## config.mk

```make
export PLATFORM = sky130hd
export DESIGN_NAME = icss_top
export DESIGN_NICKNAME = d
export VERILOG_FILES = /design/src/hdl/icss_pkg.sv /design/src/hdl/icss_top.sv /design/src/hdl/icss_nco.sv
export VERILOG_INCLUDE_DIRS = /design/src /design/src/hdl
export SDC_FILE = /design/constraint.sdc
export NUM_CORES = 1
export LEC_CHECK = 0
export BUFFER_PORTS_ARGS = -buffer_cell sky130_fd_sc_hd__buf_4
export CORE_MARGIN = 2
export CORE_UTILIZATION = 40
export CTS_CLUSTER_DIAMETER = 60
export DETAILED_ROUTE_END_ITERATION = 12
export PLACE_DENSITY = 0.64
export SYNTH_ARGS = -nofsm -noshare
export SYNTH_HDL_FRONTEND = slang
export SYNTH_HIERARCHICAL = 1
export SYNTH_SLANG_ARGS = --single-unit
```

## constraint.sdc

```tcl
create_clock -name clock_in -period 8.5 [get_ports clock_in]
set_clock_uncertainty 0.1 [all_clocks]
set_input_delay 1.7 -clock clock_in [delete_from_list [all_inputs] [get_ports clock_in]]
set_output_delay 1.7 -clock clock_in [all_outputs]
set_load 0.02 [all_outputs]
```

## src/hdl/icss_regs.svh

```systemverilog
// Field values, model steps and timing counts for the internal clock source select block
`ifndef ICSS_REGS_SVH
`define ICSS_REGS_SVH

// ----------------------------------------------------------------------
// Source codes
// ----------------------------------------------------------------------
`define ICSS_CFG_RC           3'h3
`define ICSS_CFG_INTERNAL     3'h4
`define ICSS_SCS_CONFIG       2'h0
`define ICSS_SCS_TIMER1       2'h1

// ----------------------------------------------------------------------
// Reset values and multiplier top code
// ----------------------------------------------------------------------
`define ICSS_IFS_RESET        4'h7
`define ICSS_SCS_RESET        2'h0
`define ICSS_TRIM_RESET       6'h00
`define ICSS_IFS_PLL_TOP      3'h7

// ----------------------------------------------------------------------
// Oscillator model steps (32-bit phase per 10 ns clock)
// ----------------------------------------------------------------------
`define ICSS_MF_STEP          32'h0147ae14
`define ICSS_LF_STEP          32'h001450f0
`define ICSS_TRIM_UNIT        32'h000029f1
`define ICSS_HF_SHIFT         5
`define ICSS_PLL_SHIFT        6

// ----------------------------------------------------------------------
// Timing
// ----------------------------------------------------------------------
`define ICSS_CLK_PERIOD_NS    10
`define ICSS_LF_WARM_NS       2000
`define ICSS_MF_WARM_NS       1000
`define ICSS_HF_WARM_NS       500
`define ICSS_HF_LOCK_NS       3000
`define ICSS_HF_STABLE_NS     6000
`define ICSS_TRIM_SLEW_NS     1000
`define ICSS_CYC(ns)          (((ns) + `ICSS_CLK_PERIOD_NS - 1) / `ICSS_CLK_PERIOD_NS)
`define ICSS_LF_WARM_CYC      `ICSS_CYC(`ICSS_LF_WARM_NS)
`define ICSS_MF_WARM_CYC      `ICSS_CYC(`ICSS_MF_WARM_NS)
`define ICSS_HF_WARM_CYC      `ICSS_CYC(`ICSS_HF_WARM_NS)
`define ICSS_HF_LOCK_CYC      `ICSS_CYC(`ICSS_HF_LOCK_NS)
`define ICSS_HF_STABLE_CYC    `ICSS_CYC(`ICSS_HF_STABLE_NS)
`define ICSS_TRIM_SLEW_CYC    `ICSS_CYC(`ICSS_TRIM_SLEW_NS)

`endif

```

## src/hdl/icss_pkg.sv

```systemverilog
// Types shared by the internal clock source select block
package icss_pkg;

    // ------------------------------------------------------------------
    // Control and status layouts
    // ------------------------------------------------------------------
    typedef struct packed {
        logic       sw_multiplier_enable;
        logic [3:0] int_freq_select;
        logic [1:0] sys_clk_select;
    } icss_ctrl_type;

    typedef struct packed {
        logic high_freq_ready_flag;
        logic high_freq_locked_flag;
        logic high_freq_stable_flag;
        logic mid_freq_ready_flag;
        logic low_freq_ready_flag;
    } icss_status_type;

    // ------------------------------------------------------------------
    // Sources and oscillator states
    // ------------------------------------------------------------------
    typedef enum logic [1:0] {
        SRC_LF,
        SRC_MF,
        SRC_HF
    } icss_src_type;

    typedef enum logic [1:0] {
        OSC_OFF,
        OSC_WARM,
        OSC_RUN
    } icss_osc_state_type;

    typedef struct packed {
        icss_src_type src;
        logic [3:0]   shift;
    } icss_freq_type;

endpackage

```

## src/hdl/icss_top.sv

```systemverilog
// Internal clock source select: oscillator enables, trim, postscaler and system clock mux
//
// How it works
// (RL1) Multiplier on if config or software enable set; config bit overrides software.
// (RL2) System clock select 01 picks the 32.768 kHz Timer1 crystal tick.
// (RL3) RC and internal modes: clock-out enable makes output pin clock or GPIO.
// (RL4) Internal oscillator mode releases the input pin for GPIO.
// (RL5) High oscillator on for high codes, once medium runs, when select 00 with internal config, or select 1x.
// (RL6) Medium oscillator on for every non-low code when select 00 with internal config, or select 1x.
// (RL7) Low oscillator on for code 000x internally, or for power-up, watchdog, monitor.
// (RL8) 16 MHz high clock is 32 times the 500 kHz medium step.
// (RL9) Locked flag after lock time, stable flag after longer settle time.
// (RL10) High ready flag set while the high oscillator runs.
// (RL11) Medium and low ready flags set while those oscillators run.
// (RL12) Trim is 6-bit two's complement, resets zero; 1Fh max, 20h min.
// (RL13) Trim scales the medium step, so medium and high shift together.
// (RL14) Applied trim walks one step per slew time; no done flag.
// (RL15) Trim never touches the low oscillator step.
// (RL16) Low oscillator tick feeds power-up timer, watchdog and fail-safe monitor.
// (RL17) Select field covers 32 MHz down to 31.25 kHz plus 31 kHz low.
// (RL18) Reset loads frequency select with 0111, which is 500 kHz.
// (RL19) Codes 0010/0011, 0101/1000 and 0110/1001 reach one frequency from different sources.
// (RL20) Medium-derived frequencies come through one postscaler and mux.
// (RL21) System tick waits until the new oscillator reports ready.
// (RL22) Select 00 config source, 01 Timer1, 1x internal; clears on reset.
// (RL23) 32 MHz only with multiplier, code 111x, select 00, internal config.
// (RL24) Without multiplier the selected source passes straight through.
`timescale 1ns/1ps
`include "icss_regs.svh"
module icss_top
    import icss_pkg::*;
(
    input  wire logic            clock_in,
    input  wire logic            rst_b_in,
    input  wire logic            clk_en_in,
    input  wire logic [2:0]      cfg_source_select_in,
    input  wire logic            cfg_multiplier_enable_in,
    input  wire logic            cfg_clock_out_enable_in,
    input  wire logic            ctrl_wr_in,
    input  wire icss_ctrl_type   ctrl_in,
    input  wire logic            trim_wr_in,
    input  wire logic [5:0]      trim_in,
    input  wire logic            powerup_timer_need_in,
    input  wire logic            watchdog_need_in,
    input  wire logic            failsafe_need_in,
    input  wire logic            ext_clk_tick_in,
    input  wire logic            timer1_tick_in,
    input  wire logic            timer1_ready_in,
    output icss_ctrl_type        osc_control_reg_out,
    output icss_status_type      osc_status_reg_out,
    output logic [5:0]           osc_trim_reg_out,
    output logic [2:0]           osc_enable_out,
    output logic                 multiplier_on_out,
    output logic                 sys_tick_out,
    output logic                 low_freq_tick_out,
    output logic                 osc_input_pin_gpio_out,
    output logic                 osc_output_pin_gpio_out,
    output logic                 osc_output_pin_out,
    output logic                 osc_output_pin_oe_out
);

    // ------------------------------------------------------------------
    // Reset synchroniser
    // ------------------------------------------------------------------
    logic rst_meta_q;
    logic rst_b_q;

    always_ff @(posedge clock_in or negedge rst_b_in) begin
        if (!rst_b_in) begin
            rst_meta_q <= 1'b0;
            rst_b_q    <= 1'b0;
        end else begin
            rst_meta_q <= 1'b1;
            rst_b_q    <= rst_meta_q;
        end
    end

    // ------------------------------------------------------------------
    // Frequency select decode
    // ------------------------------------------------------------------
    function automatic icss_freq_type freq_decode(input logic [3:0] ifs);
        icss_freq_type f;
        f.src   = SRC_HF;
        f.shift = 4'h0;
        case (ifs)                                                    // RL17
            4'h0, 4'h1: begin f.src = SRC_LF; f.shift = 4'h0; end
            4'h2:       begin f.src = SRC_MF; f.shift = 4'h4; end     // RL19
            4'h3:       begin f.src = SRC_HF; f.shift = 4'h9; end     // RL19
            4'h4:       begin f.src = SRC_HF; f.shift = 4'h8; end
            4'h5:       begin f.src = SRC_HF; f.shift = 4'h7; end
            4'h6:       begin f.src = SRC_HF; f.shift = 4'h6; end
            4'h7:       begin f.src = SRC_MF; f.shift = 4'h0; end
            4'h8:       begin f.src = SRC_MF; f.shift = 4'h2; end
            4'h9:       begin f.src = SRC_MF; f.shift = 4'h1; end
            4'ha:       begin f.src = SRC_MF; f.shift = 4'h0; end
            4'hb:       begin f.src = SRC_HF; f.shift = 4'h4; end
            4'hc:       begin f.src = SRC_HF; f.shift = 4'h3; end
            4'hd:       begin f.src = SRC_HF; f.shift = 4'h2; end
            4'he:       begin f.src = SRC_HF; f.shift = 4'h1; end
            default:    begin f.src = SRC_HF; f.shift = 4'h0; end
        endcase
        return f;
    endfunction

    // ------------------------------------------------------------------
    // Control fields
    // ------------------------------------------------------------------
    icss_ctrl_type ctrl_q;
    logic [5:0]    trim_q;

    always_ff @(posedge clock_in or negedge rst_b_q) begin
        if (!rst_b_q) begin
            ctrl_q.sw_multiplier_enable <= 1'b0;
            ctrl_q.int_freq_select      <= `ICSS_IFS_RESET;           // RL18
            ctrl_q.sys_clk_select       <= `ICSS_SCS_RESET;           // RL22
        end else if (clk_en_in && ctrl_wr_in) begin
            ctrl_q <= ctrl_in;
        end
    end

    always_ff @(posedge clock_in or negedge rst_b_q) begin
        if (!rst_b_q) begin
            trim_q <= `ICSS_TRIM_RESET;                               // RL12
        end else if (clk_en_in && trim_wr_in) begin
            trim_q <= trim_in;
        end
    end

    assign osc_control_reg_out = ctrl_q;
    assign osc_trim_reg_out    = trim_q;

    // ------------------------------------------------------------------
    // Gradual trim: the oscillator drifts, it does not jump
    // ------------------------------------------------------------------
    logic [5:0]  trim_now_q;
    logic [11:0] slew_cnt_q;
    logic        slew_due;

    assign slew_due = (slew_cnt_q == 12'(`ICSS_TRIM_SLEW_CYC - 1));

    always_ff @(posedge clock_in or negedge rst_b_q) begin
        if (!rst_b_q) begin
            trim_now_q <= `ICSS_TRIM_RESET;
            slew_cnt_q <= '0;
        end else if (clk_en_in) begin
            slew_cnt_q <= slew_due ? 12'h000 : slew_cnt_q + 12'h001;
            if (slew_due && trim_now_q != trim_q) begin
                if ($signed(trim_now_q) < $signed(trim_q)) begin      // RL14
                    trim_now_q <= trim_now_q + 6'h01;
                end else begin
                    trim_now_q <= trim_now_q - 6'h01;
                end
            end
        end
    end

    logic [31:0] mf_step;
    logic [31:0] trim_ofs;

    assign trim_ofs = 32'($signed(trim_now_q) * $signed(`ICSS_TRIM_UNIT));
    assign mf_step  = `ICSS_MF_STEP + trim_ofs;                       // RL13

    // ------------------------------------------------------------------
    // Oscillator enables
    // ------------------------------------------------------------------
    icss_freq_type fsel;
    logic          cfg_int;
    logic          int_sel;
    logic          lf_need;
    logic [2:0]    osc_en;
    logic [2:0]    osc_run;

    assign fsel    = freq_decode(ctrl_q.int_freq_select);
    assign cfg_int = (cfg_source_select_in == `ICSS_CFG_INTERNAL);
    assign int_sel = ctrl_q.sys_clk_select[1] ||
                     (ctrl_q.sys_clk_select == `ICSS_SCS_CONFIG && cfg_int);
    assign lf_need = powerup_timer_need_in || watchdog_need_in || failsafe_need_in;

    assign osc_en[SRC_LF] = (int_sel && fsel.src == SRC_LF) || lf_need;      // RL7
    assign osc_en[SRC_MF] = int_sel && fsel.src != SRC_LF;                    // RL6
    // High clock is built on the medium one, so it waits for it
    assign osc_en[SRC_HF] = int_sel && fsel.src == SRC_HF && osc_run[SRC_MF]; // RL5 RL8
    assign osc_enable_out = osc_en;

    // ------------------------------------------------------------------
    // Oscillator warm-up, one per source
    // ------------------------------------------------------------------
    localparam logic [11:0] WARM_CYC [3] = '{
        12'(`ICSS_LF_WARM_CYC),
        12'(`ICSS_MF_WARM_CYC),
        12'(`ICSS_HF_WARM_CYC)
    };

    genvar g;
    generate
        for (g = 0; g < 3; g++) begin : gen_osc
            icss_osc_state_type st_q;
            logic [11:0]        cnt_q;

            always_ff @(posedge clock_in or negedge rst_b_q) begin
                if (!rst_b_q) begin
                    st_q  <= OSC_OFF;
                    cnt_q <= '0;
                end else if (clk_en_in) begin
                    case (st_q)
                        OSC_OFF: begin
                            cnt_q <= '0;
                            if (osc_en[g]) begin
                                st_q <= OSC_WARM;
                            end
                        end
                        OSC_WARM: begin
                            cnt_q <= cnt_q + 12'h001;
                            if (!osc_en[g]) begin
                                st_q <= OSC_OFF;
                            end else if (cnt_q == WARM_CYC[g] - 12'h001) begin
                                st_q <= OSC_RUN;
                            end
                        end
                        OSC_RUN: begin
                            if (!osc_en[g]) begin
                                st_q <= OSC_OFF;
                            end
                        end
                        default: begin
                            st_q <= OSC_OFF;
                        end
                    endcase
                end
            end

            assign osc_run[g] = (st_q == OSC_RUN);
        end
    endgenerate

    // ------------------------------------------------------------------
    // High oscillator lock and settle
    // ------------------------------------------------------------------
    logic [11:0] lock_cnt_q;

    always_ff @(posedge clock_in or negedge rst_b_q) begin
        if (!rst_b_q) begin
            lock_cnt_q <= '0;
        end else if (clk_en_in) begin
            if (!osc_run[SRC_HF]) begin
                lock_cnt_q <= '0;
            end else if (lock_cnt_q != 12'(`ICSS_HF_STABLE_CYC)) begin
                lock_cnt_q <= lock_cnt_q + 12'h001;
            end
        end
    end

    assign osc_status_reg_out.high_freq_ready_flag  = osc_run[SRC_HF];       // RL10
    assign osc_status_reg_out.high_freq_locked_flag =
        osc_run[SRC_HF] && lock_cnt_q >= 12'(`ICSS_HF_LOCK_CYC);             // RL9
    assign osc_status_reg_out.high_freq_stable_flag =
        osc_run[SRC_HF] && lock_cnt_q == 12'(`ICSS_HF_STABLE_CYC);           // RL9
    assign osc_status_reg_out.mid_freq_ready_flag   = osc_run[SRC_MF];       // RL11
    assign osc_status_reg_out.low_freq_ready_flag   = osc_run[SRC_LF];       // RL11

    // ------------------------------------------------------------------
    // Oscillator tick streams
    // ------------------------------------------------------------------
    logic [2:0] src_tick;
    logic       pll_tick;
    logic       pll_int;
    logic       mult_on;

    assign mult_on = cfg_multiplier_enable_in || ctrl_q.sw_multiplier_enable; // RL1
    assign multiplier_on_out = mult_on;
    assign pll_int = mult_on && cfg_int &&
                     ctrl_q.sys_clk_select == `ICSS_SCS_CONFIG &&
                     ctrl_q.int_freq_select[3:1] == `ICSS_IFS_PLL_TOP;        // RL23

    icss_nco #(.WIDTH(32)) u_lf (
        .clock_in  (clock_in),
        .rst_b_in  (rst_b_q),
        .clk_en_in (clk_en_in),
        .run_in    (osc_run[SRC_LF]),
        .step_in   (`ICSS_LF_STEP),                                   // RL15
        .tick_out  (src_tick[SRC_LF])
    );

    icss_nco #(.WIDTH(32)) u_mf (
        .clock_in  (clock_in),
        .rst_b_in  (rst_b_q),
        .clk_en_in (clk_en_in),
        .run_in    (osc_run[SRC_MF]),
        .step_in   (mf_step),
        .tick_out  (src_tick[SRC_MF])
    );

    icss_nco #(.WIDTH(32)) u_hf (
        .clock_in  (clock_in),
        .rst_b_in  (rst_b_q),
        .clk_en_in (clk_en_in),
        .run_in    (osc_run[SRC_HF]),
        .step_in   (mf_step << `ICSS_HF_SHIFT),                       // RL8
        .tick_out  (src_tick[SRC_HF])
    );

    // The multiplier stage runs at 64 times the medium step: 32 MHz for code 1110 or 1111
    icss_nco #(.WIDTH(32)) u_pll (
        .clock_in  (clock_in),
        .rst_b_in  (rst_b_q),
        .clk_en_in (clk_en_in),
        .run_in    (pll_int && osc_run[SRC_HF]),
        .step_in   (mf_step << `ICSS_PLL_SHIFT),                      // RL23
        .tick_out  (pll_tick)
    );

    assign low_freq_tick_out = src_tick[SRC_LF];                      // RL16

    // ------------------------------------------------------------------
    // Postscaler and internal mux
    // ------------------------------------------------------------------
    logic [8:0] post_cnt_q;
    logic [8:0] post_mask;
    logic       src_ready;
    logic       src_pulse;
    logic       int_tick;

    assign post_mask = 9'((10'h001 << fsel.shift) - 10'h001);
    assign src_ready = osc_run[fsel.src];
    assign src_pulse = src_tick[fsel.src] && src_ready;

    always_ff @(posedge clock_in or negedge rst_b_q) begin
        if (!rst_b_q) begin
            post_cnt_q <= '0;
        end else if (clk_en_in && src_pulse) begin
            post_cnt_q <= post_cnt_q + 9'h001;                        // RL20
        end
    end

    // Same-source changes only move the mask, so they take effect at once
    assign int_tick = src_pulse && ((post_cnt_q & post_mask) == post_mask); // RL19 RL21

    // ------------------------------------------------------------------
    // System clock select
    // ------------------------------------------------------------------
    logic sys_tick_d;
    logic sys_tick_q;

    always_comb begin
        case (ctrl_q.sys_clk_select)
            `ICSS_SCS_CONFIG: begin                                   // RL22
                if (cfg_int) begin
                    sys_tick_d = pll_int ? pll_tick : int_tick;       // RL24
                end else begin
                    // External multiplier path is outside this model: pass through
                    sys_tick_d = ext_clk_tick_in;                     // RL24
                end
            end
            `ICSS_SCS_TIMER1: begin
                sys_tick_d = timer1_tick_in && timer1_ready_in;       // RL2
            end
            default: begin
                sys_tick_d = int_tick;                                // RL22
            end
        endcase
    end

    always_ff @(posedge clock_in or negedge rst_b_q) begin
        if (!rst_b_q) begin
            sys_tick_q <= 1'b0;
        end else if (clk_en_in) begin
            sys_tick_q <= sys_tick_d;
        end
    end

    assign sys_tick_out = sys_tick_q;

    // ------------------------------------------------------------------
    // Pin reuse
    // ------------------------------------------------------------------
    logic clkout_q;
    logic out_pin_free;

    always_ff @(posedge clock_in or negedge rst_b_q) begin
        if (!rst_b_q) begin
            clkout_q <= 1'b0;
        end else if (clk_en_in && sys_tick_q) begin
            clkout_q <= ~clkout_q;
        end
    end

    // Crystal modes keep both pins for the resonator
    assign out_pin_free = cfg_source_select_in == `ICSS_CFG_RC ||
                          cfg_source_select_in >= `ICSS_CFG_INTERNAL;

    assign osc_input_pin_gpio_out  = cfg_int;                                    // RL4
    assign osc_output_pin_oe_out   = out_pin_free && cfg_clock_out_enable_in;    // RL3
    assign osc_output_pin_gpio_out = out_pin_free && !cfg_clock_out_enable_in;   // RL3
    assign osc_output_pin_out      = osc_output_pin_oe_out && clkout_q;

endmodule

```

## src/hdl/icss_nco.sv

```systemverilog
// Phase accumulator that models one oscillator as a tick stream
`timescale 1ns/1ps
module icss_nco
    import icss_pkg::*;
#(
    parameter int WIDTH = 32
) (
    input  wire logic             clock_in,
    input  wire logic             rst_b_in,
    input  wire logic             clk_en_in,
    input  wire logic             run_in,
    input  wire logic [WIDTH-1:0] step_in,
    output logic                  tick_out
);

    logic [WIDTH-1:0] acc_q;
    logic [WIDTH:0]   sum;

    assign sum = {1'b0, acc_q} + {1'b0, step_in};

    // ------------------------------------------------------------------
    // Accumulator; carry out is one oscillator period
    // ------------------------------------------------------------------
    always_ff @(posedge clock_in or negedge rst_b_in) begin
        if (!rst_b_in) begin
            acc_q    <= '0;
            tick_out <= 1'b0;
        end else if (clk_en_in) begin
            if (run_in) begin
                acc_q    <= sum[WIDTH-1:0];
                tick_out <= sum[WIDTH];
            end else begin
                acc_q    <= '0;
                tick_out <= 1'b0;
            end
        end
    end

endmodule

```

# Yosys cells after proc, flatten, opt, wreduce, memory -nomap -nowiden
# Memories as Yosys holds them, arrays and structs flattened.
# Index checks and enable logic that the tools add are counted.
totals:
  ff_bits: 230
  mem_bits_ro: 96
  inputBits: 29
  out_inout_bits: 28
  wordCells: 161
  mem_count: 1
memory_table:
  columns: ["name", "depth", "word_bits", "read_ports", "rd_ports_with_merged_regs", "write_ports", "line_no", "text"]
  rows:
  - ["(name not given)", 16, 6, 1, 0, 0, "icss_top.sv:85", "case (ifs)"]
op_classes:
  addsub: 14
  n_mul: 1
  order_cmp: 4
  n_eq_ne: 29
  n_shift: 1
  mux: 37
  bitwise_logic: 2
  reduce_logical: 46
op_table:
  columns: ["operator", "n"]
  rows:
  - ["two-way mux 32 bit", 4]
  - ["adder 32 x 32 -> 33 bit", 3]
  - ["one-hot mux 12 bit (2 select lines)", 3]
  - ["adder 12 x 1 -> 12 bit (second input constant)", 5]
  - ["two-way mux 12 bit", 3]
  - ["adder 32 x 21 -> 33 bit (second input constant)", 1]
  - ["adder 26 x 21 -> 27 bit (first input constant)", 1]
  - ["equality test 12 x 7 -> 1 bit (second input constant)", 2]
  - ["two-way mux 2 bit", 12]
  - ["logical AND 1 bit", 22]
  - ["multiplier 6 x 15 -> 21 bit (second input constant)", 1]
  - ["one-hot mux 2 bit (3 select lines)", 3]
  - ["!= test 2 bit (second input constant)", 7]
  - ["equality test 12 x 10 -> 1 bit (second input constant)", 1]
  - ["equality test 12 x 6 -> 1 bit (second input constant)", 1]
  - ["equality test 12 x 8 -> 1 bit (second input constant)", 1]
  - ["greater-or-equal comparator 12 x 9 -> 1 bit (second input constant)", 1]
  - ["!= test 12 x 10 -> 1 bit (second input constant)", 1]
  - ["AND reduction 4 bit", 3]
  - ["logical NOT 2 bit", 5]
  - ["AND reduction 2 bit", 5]
  - ["adder 9 x 1 -> 9 bit (second input constant)", 1]
  - ["AND 9 bit", 1]
  - ["equality test 9 bit", 1]
  - ["21 further kinds", 46]

# Longest topological paths before layout
# An unclocked memory read counts as a cell.
depth:
  depth_word: 9
  depth_mapped: 25
  depth_no_buf: 24

# By module
# The synthesis kept the hierarchy.
by_module_without_submodules:
  columns: ["module", "n_inst", "cells_per_inst", "area_each_um2", "seq_area_each_um2"]
  rows:
  - ["icss_top", 1, 781, 7272.0, 2456.1]
  - ["icss_nco at u_mf ...", 2, 352, 3069.2, 825.8]
  - ["icss_nco at u_hf", 1, 374, 3161.8, 825.8]
  - ["icss_nco at u_lf", 1, 354, 3056.7, 825.8]

# Worst setup path before layout
# Ideal clock, no wire load.
synth_path:
  kind: "register to register"
  start: "register trim_now_q[2]"
  end: "register u_mf.acc_q[26]"
  setup_time_ps: 122
  arrival_ps: 5895
  required_ps: 8278
  setup_slack_ps: 2384
  stages_incl_launch_ff: 24
  n_path_buf: 1
  period_less_slack_ps: 6116
  cell_sequence: "dfrtp_1 > fa_1 > inv_1 > fa_1 > fa_1 > inv_1 > ha_1 > ha_1 > a31o_2 > a21oi_1 > o21a_1 > nor2_1 > o31ai_1 > a21oi_1 > a211oi_1 > ha_1 > buf_2 > a21oi_1 > o21ai_0 > a2111o_1 > nor3_2 > nor3_1 > or3_1 > a32o_1"
synth_via:
  elab_chain_len: 4
synth_rtl:
  columns: ["element", "line_no", "text"]
  rows:
  - ["from (decl)", "icss_top.sv:135", "logic [5:0] trim_now_q;"]
  - ["from (signal assigned)", "icss_top.sv:143", "trim_now_q <= `ICSS_TRIM_RESET;"]
  - ["from (signal assigned)", "icss_top.sv:149", "trim_now_q <= trim_now_q + 6'h01;"]
  - ["from (signal assigned)", "icss_top.sv:151", "trim_now_q <= trim_now_q - 6'h01;"]
  - ["multiplier 6 x 15 -> 21 bit", "icss_top.sv:160", "assign trim_ofs = 32'($signed(trim_now_q) * $signed(`ICSS_TRIM_UNIT));"]
  - ["adder 26 x 21 -> 27 bit (no line)", null, null]
  - ["via mf_step[19]", "icss_top.sv:157", "logic [31:0] mf_step;"]
  - ["adder 32 x 32 -> 33 bit", "icss_nco.sv:19", "assign sum = {1'b0, acc_q} + {1'b0, step_in};"]
  - ["two-way mux 32 bit", "icss_nco.sv:29", "if (run_in) begin"]
  - ["to (signal assigned)", "icss_nco.sv:30", "acc_q <= sum[WIDTH-1:0];"]
  - ["to (decl)", "icss_nco.sv:16", "logic [WIDTH-1:0] acc_q;"]
# The timed path passes the listed nets, and every way through them passes these cells.
# A chain may end at the register's enable or synchronous reset.

# Final worst setup path
layout_path:
  start: "register trim_now_q[1]"
  end: "register u_mf.acc_q[26]"
# The elaborated chain is that of the path after synthesis.

==> results.sh <==
export IMPL_status="finished, final reports clean"
export IMPL_drt_initial_drc_count=1192
export IMPL_finalCritPeriodShare_pct=83.8
export IMPL_port_buffers=56
export IMPL_period_minus_slack_ns=7.13
export IMPL_synthCells=2213
export IMPL_num_antenna_cells=0
export IMPL_setup_violations=0
export IMPL_endpoint_kind="flop"
export IMPL_placementRows=81
export IMPL_post_drt_wl_per_cell_um=17.2
export IMPL_drv_slew=0
export IMPL_ys_ff_latch=230
export IMPL_drt_first_pass_iters=6
export IMPL_grt_use_total_pct=20.0
export IMPL_drc=0
export IMPL_rsz0062_at_grt="false"
export IMPL_die_h_um=226
export IMPL_cts_htree_levels=2
export IMPL_r2r_cells=21
export IMPL_hold_viol_final=0
export IMPL_peakVddDrop_v=0.000126
export IMPL_die_area_mm2=0.0509
export IMPL_min_path_cells=0
export IMPL_grt_antenna_before_repair=0
export IMPL_start_kind="flop"
export IMPL_clk_latency_ns=0.54
export IMPL_final_common_cell="dfrtp_1"
export IMPL_grt_pass1_vias=16500
export IMPL_grt_overflow=0
export IMPL_async_flop_share_pct=100
export IMPL_via_per_inst=5.80
export IMPL_cts_tree="yes"
export IMPL_critPathRequiredTime_ns=8.83
export IMPL_postSynthAreaPerCell_um2=8.87
export IMPL_cts_made_buffers=35
export IMPL_hold_path_startpoint="rst_meta_q"
export IMPL_pin_count=57
export IMPL_place_area_mm2=0.0208
export IMPL_setup_ws_ns=1.37
export IMPL_worst_hold_path_endpoint="rst_b_q"
export IMPL_path_clk_slew_ns=0.06
export IMPL_leakage_uw=0.0102
export IMPL_postCtsSetupRepairBufs=0
export IMPL_cts_max_path_buffers=3
export IMPL_synthesis_area_mm2=0.0196
export IMPL_final_nets=2545
export IMPL_grt_max_degree=64
export IMPL_ys_seq_area_share_pct=29.3
export IMPL_holdBufCountCts=0
export IMPL_place_gp_congestion=0.894
export IMPL_post_dp_hpwl_um=36500
export IMPL_path_class="flop to flop"
export IMPL_die_w_um=226
export IMPL_min_path_type="flop to flop"
export IMPL_p_per_area_mw_per_mm2=163
export IMPL_wl_um=50500
export IMPL_drv_cap=0
export IMPL_relSlewSlack_pct=27.6
export IMPL_finish_utilization_pct=44.9
export IMPL_cts_resized=0
export IMPL_synth_edff_count=0
export IMPL_ant_nets=0
export IMPL_fin_area_mm2=0.0219
export IMPL_drive_gt1_share_pct=9.82
export IMPL_crit_arrival_ns=7.45
export IMPL_preCtsSetupSlack_ns=1.47
export IMPL_start_util_pct=40.3
export IMPL_yosysUniqueCellTypes=110
export IMPL_core_area_mm2=0.0486
export IMPL_r2r_end="u_mf/acc_q[26]"
export IMPL_r2r_start="trim_now_q[1]"
export IMPL_root_buffer="clkbuf_16"
export IMPL_fin_setup_tns_ns=0
export IMPL_layout_common_cells="dfrtp_1 (226), ha_1 (197), a21oi_1 (161)"
export IMPL_r2r_setup_slack_ns=1.37
export IMPL_area_growth_syn_to_layout_pct=11.4
export IMPL_clock_fmax_ghz=0.140
export IMPL_grt_pass1_wl_um=83700
export IMPL_num_vias=17100
export IMPL_tightest_slew_ns=1.09
export IMPL_clock_sinks=230
export IMPL_ys_warn_count=6
export IMPL_path_max_fanout=13
export IMPL_synth_flop_cell="dfrtp_1"
-- area by class of cell --
class / instances / area [µm²]
timing repair buffer: 67 / 503
clock inverter: 16 / 176
fill: 4638 / 26800
clock buffer: 43 / 936
tap: 622 / 778
multi-input combinational: 1818 / 13200
sequential: 230 / 5760
inverter: 147 / 552
-- how the worst max path moves through the flow --
stage	to	cells past startpoint	slack, ns	startpoint
2_1_floorplan	clkout_q	0	1.52	rst_b_q
6_report	u_mf/acc_q[26]	21	1.37	trim_now_q[1]
3_5_place_dp	u_mf/acc_q[26]	21	1.47	trim_now_q[1]
3_3_place_gp	u_mf/acc_q[26]	21	1.69	trim_now_q[1]
4_1_cts	u_mf/acc_q[26]	21	1.43	trim_now_q[1]
5_1_grt	u_mf/acc_q[27]	21	1.02	trim_now_q[1]
-- report_power, final --
part | internal [µW] | total, µW | switching (µW)
Sequential | 1180 | 1270 | 89.5
Clock | 852 | 1410 | 559
Combinational | 364 | 870 | 506
Total | 2400 | 3560 | 1150
-- kinds of logic (layout without fill, tap and decap cells) --
kind of cell / count (synthesis) / count (layout) / share of synthesized area (%)
AND/OR/NAND/NOR: 694 / 694 / 18.7
AO/OA/AOI/OAI: 688 / 688 / 25.3
flip-flops: 230 / 230 / 29.3
buffers and inverters: 226 / 273 / 4.81
adder cells (fa/ha/maj): 217 / 217 / 14.6
XOR/XNOR: 127 / 127 / 5.67
multiplexers: 29 / 29 / 1.59
other: 2 / 63 / 0.0383
-- Yosys cell counts (all sizes together), types with 24 or more instances --
cell	n	area share, %
xor2	62	2.8
nor2b	36	1.2
and3	42	1.5
dfrtp	227	29
o21a	25	0.96
nand2	161	3.1
o21ai	138	3.8
buf	28	0.92
a22o	63	2.8
nor2	142	2.7
a21oi	169	4.5
a32o	24	1.2
clkbuf	51	1.1
ha	197	13
nor3	56	1.5
or3	31	0.99
a21o	60	2.3
xnor2	65	2.9
nand3	68	1.8
nand4	55	1.9
inv	145	2.8
-- layer usage --
metal  part of all wire, %  track usage [%]
met2                    45             31.8
met5                     0                0
met1                    48             28.1
met3                   5.0             2.71
met4                   2.9             6.60
-- sequential cells by signal, summed over array words and instances (netlist names), 9 cells and up --
| name | flops |
|---|---|
| u_hf/acc_q | 32 |
| gen_osc.cnt_q | 36 |
| u_lf/acc_q | 32 |
| slew_cnt_q | 12 |
| lock_cnt_q | 12 |
| post_cnt_q | 9 |
| u_mf/acc_q | 32 |
| u_pll/acc_q | 32 |
-- critical path, cell delays in order, from the launching register on --
cell and delay, ns:
dfrtp_1 0.70, fa_1 0.56, inv_1 0.11, fa_1 0.44, fa_1 0.52, inv_1 0.04, ha_1 0.28, ha_1 0.34
a31o_2 0.28, a21oi_1 0.21, o21a_1 0.17, nor2_1 0.06, o31ai_1 0.32, a21boi_0 0.79, ha_1 0.45, a21oi_1 0.16
o21ai_1 0.14, a2111o_1 0.42, nor3_2 0.21, nor3_1 0.11, or3_1 0.33, a32o_1 0.25
-- per-stage QoR --
| stage | total power [µW] | hold WS, ns | std cells |
|---|---|---|---|
| final | 3560 | 0.251 | 2943 |
| after global routing | 3770 | 0.269 | 2943 |
| after CTS | 3590 | 0.248 | 2943 |
| after detailed placement | 2140 | 0.236 | 2884 |
| after global placement | 2120 | 0.239 | 2884 |
| after floorplan | 1960 | 0.231 | 2274 |
Power figures use the tool's default switching activity.
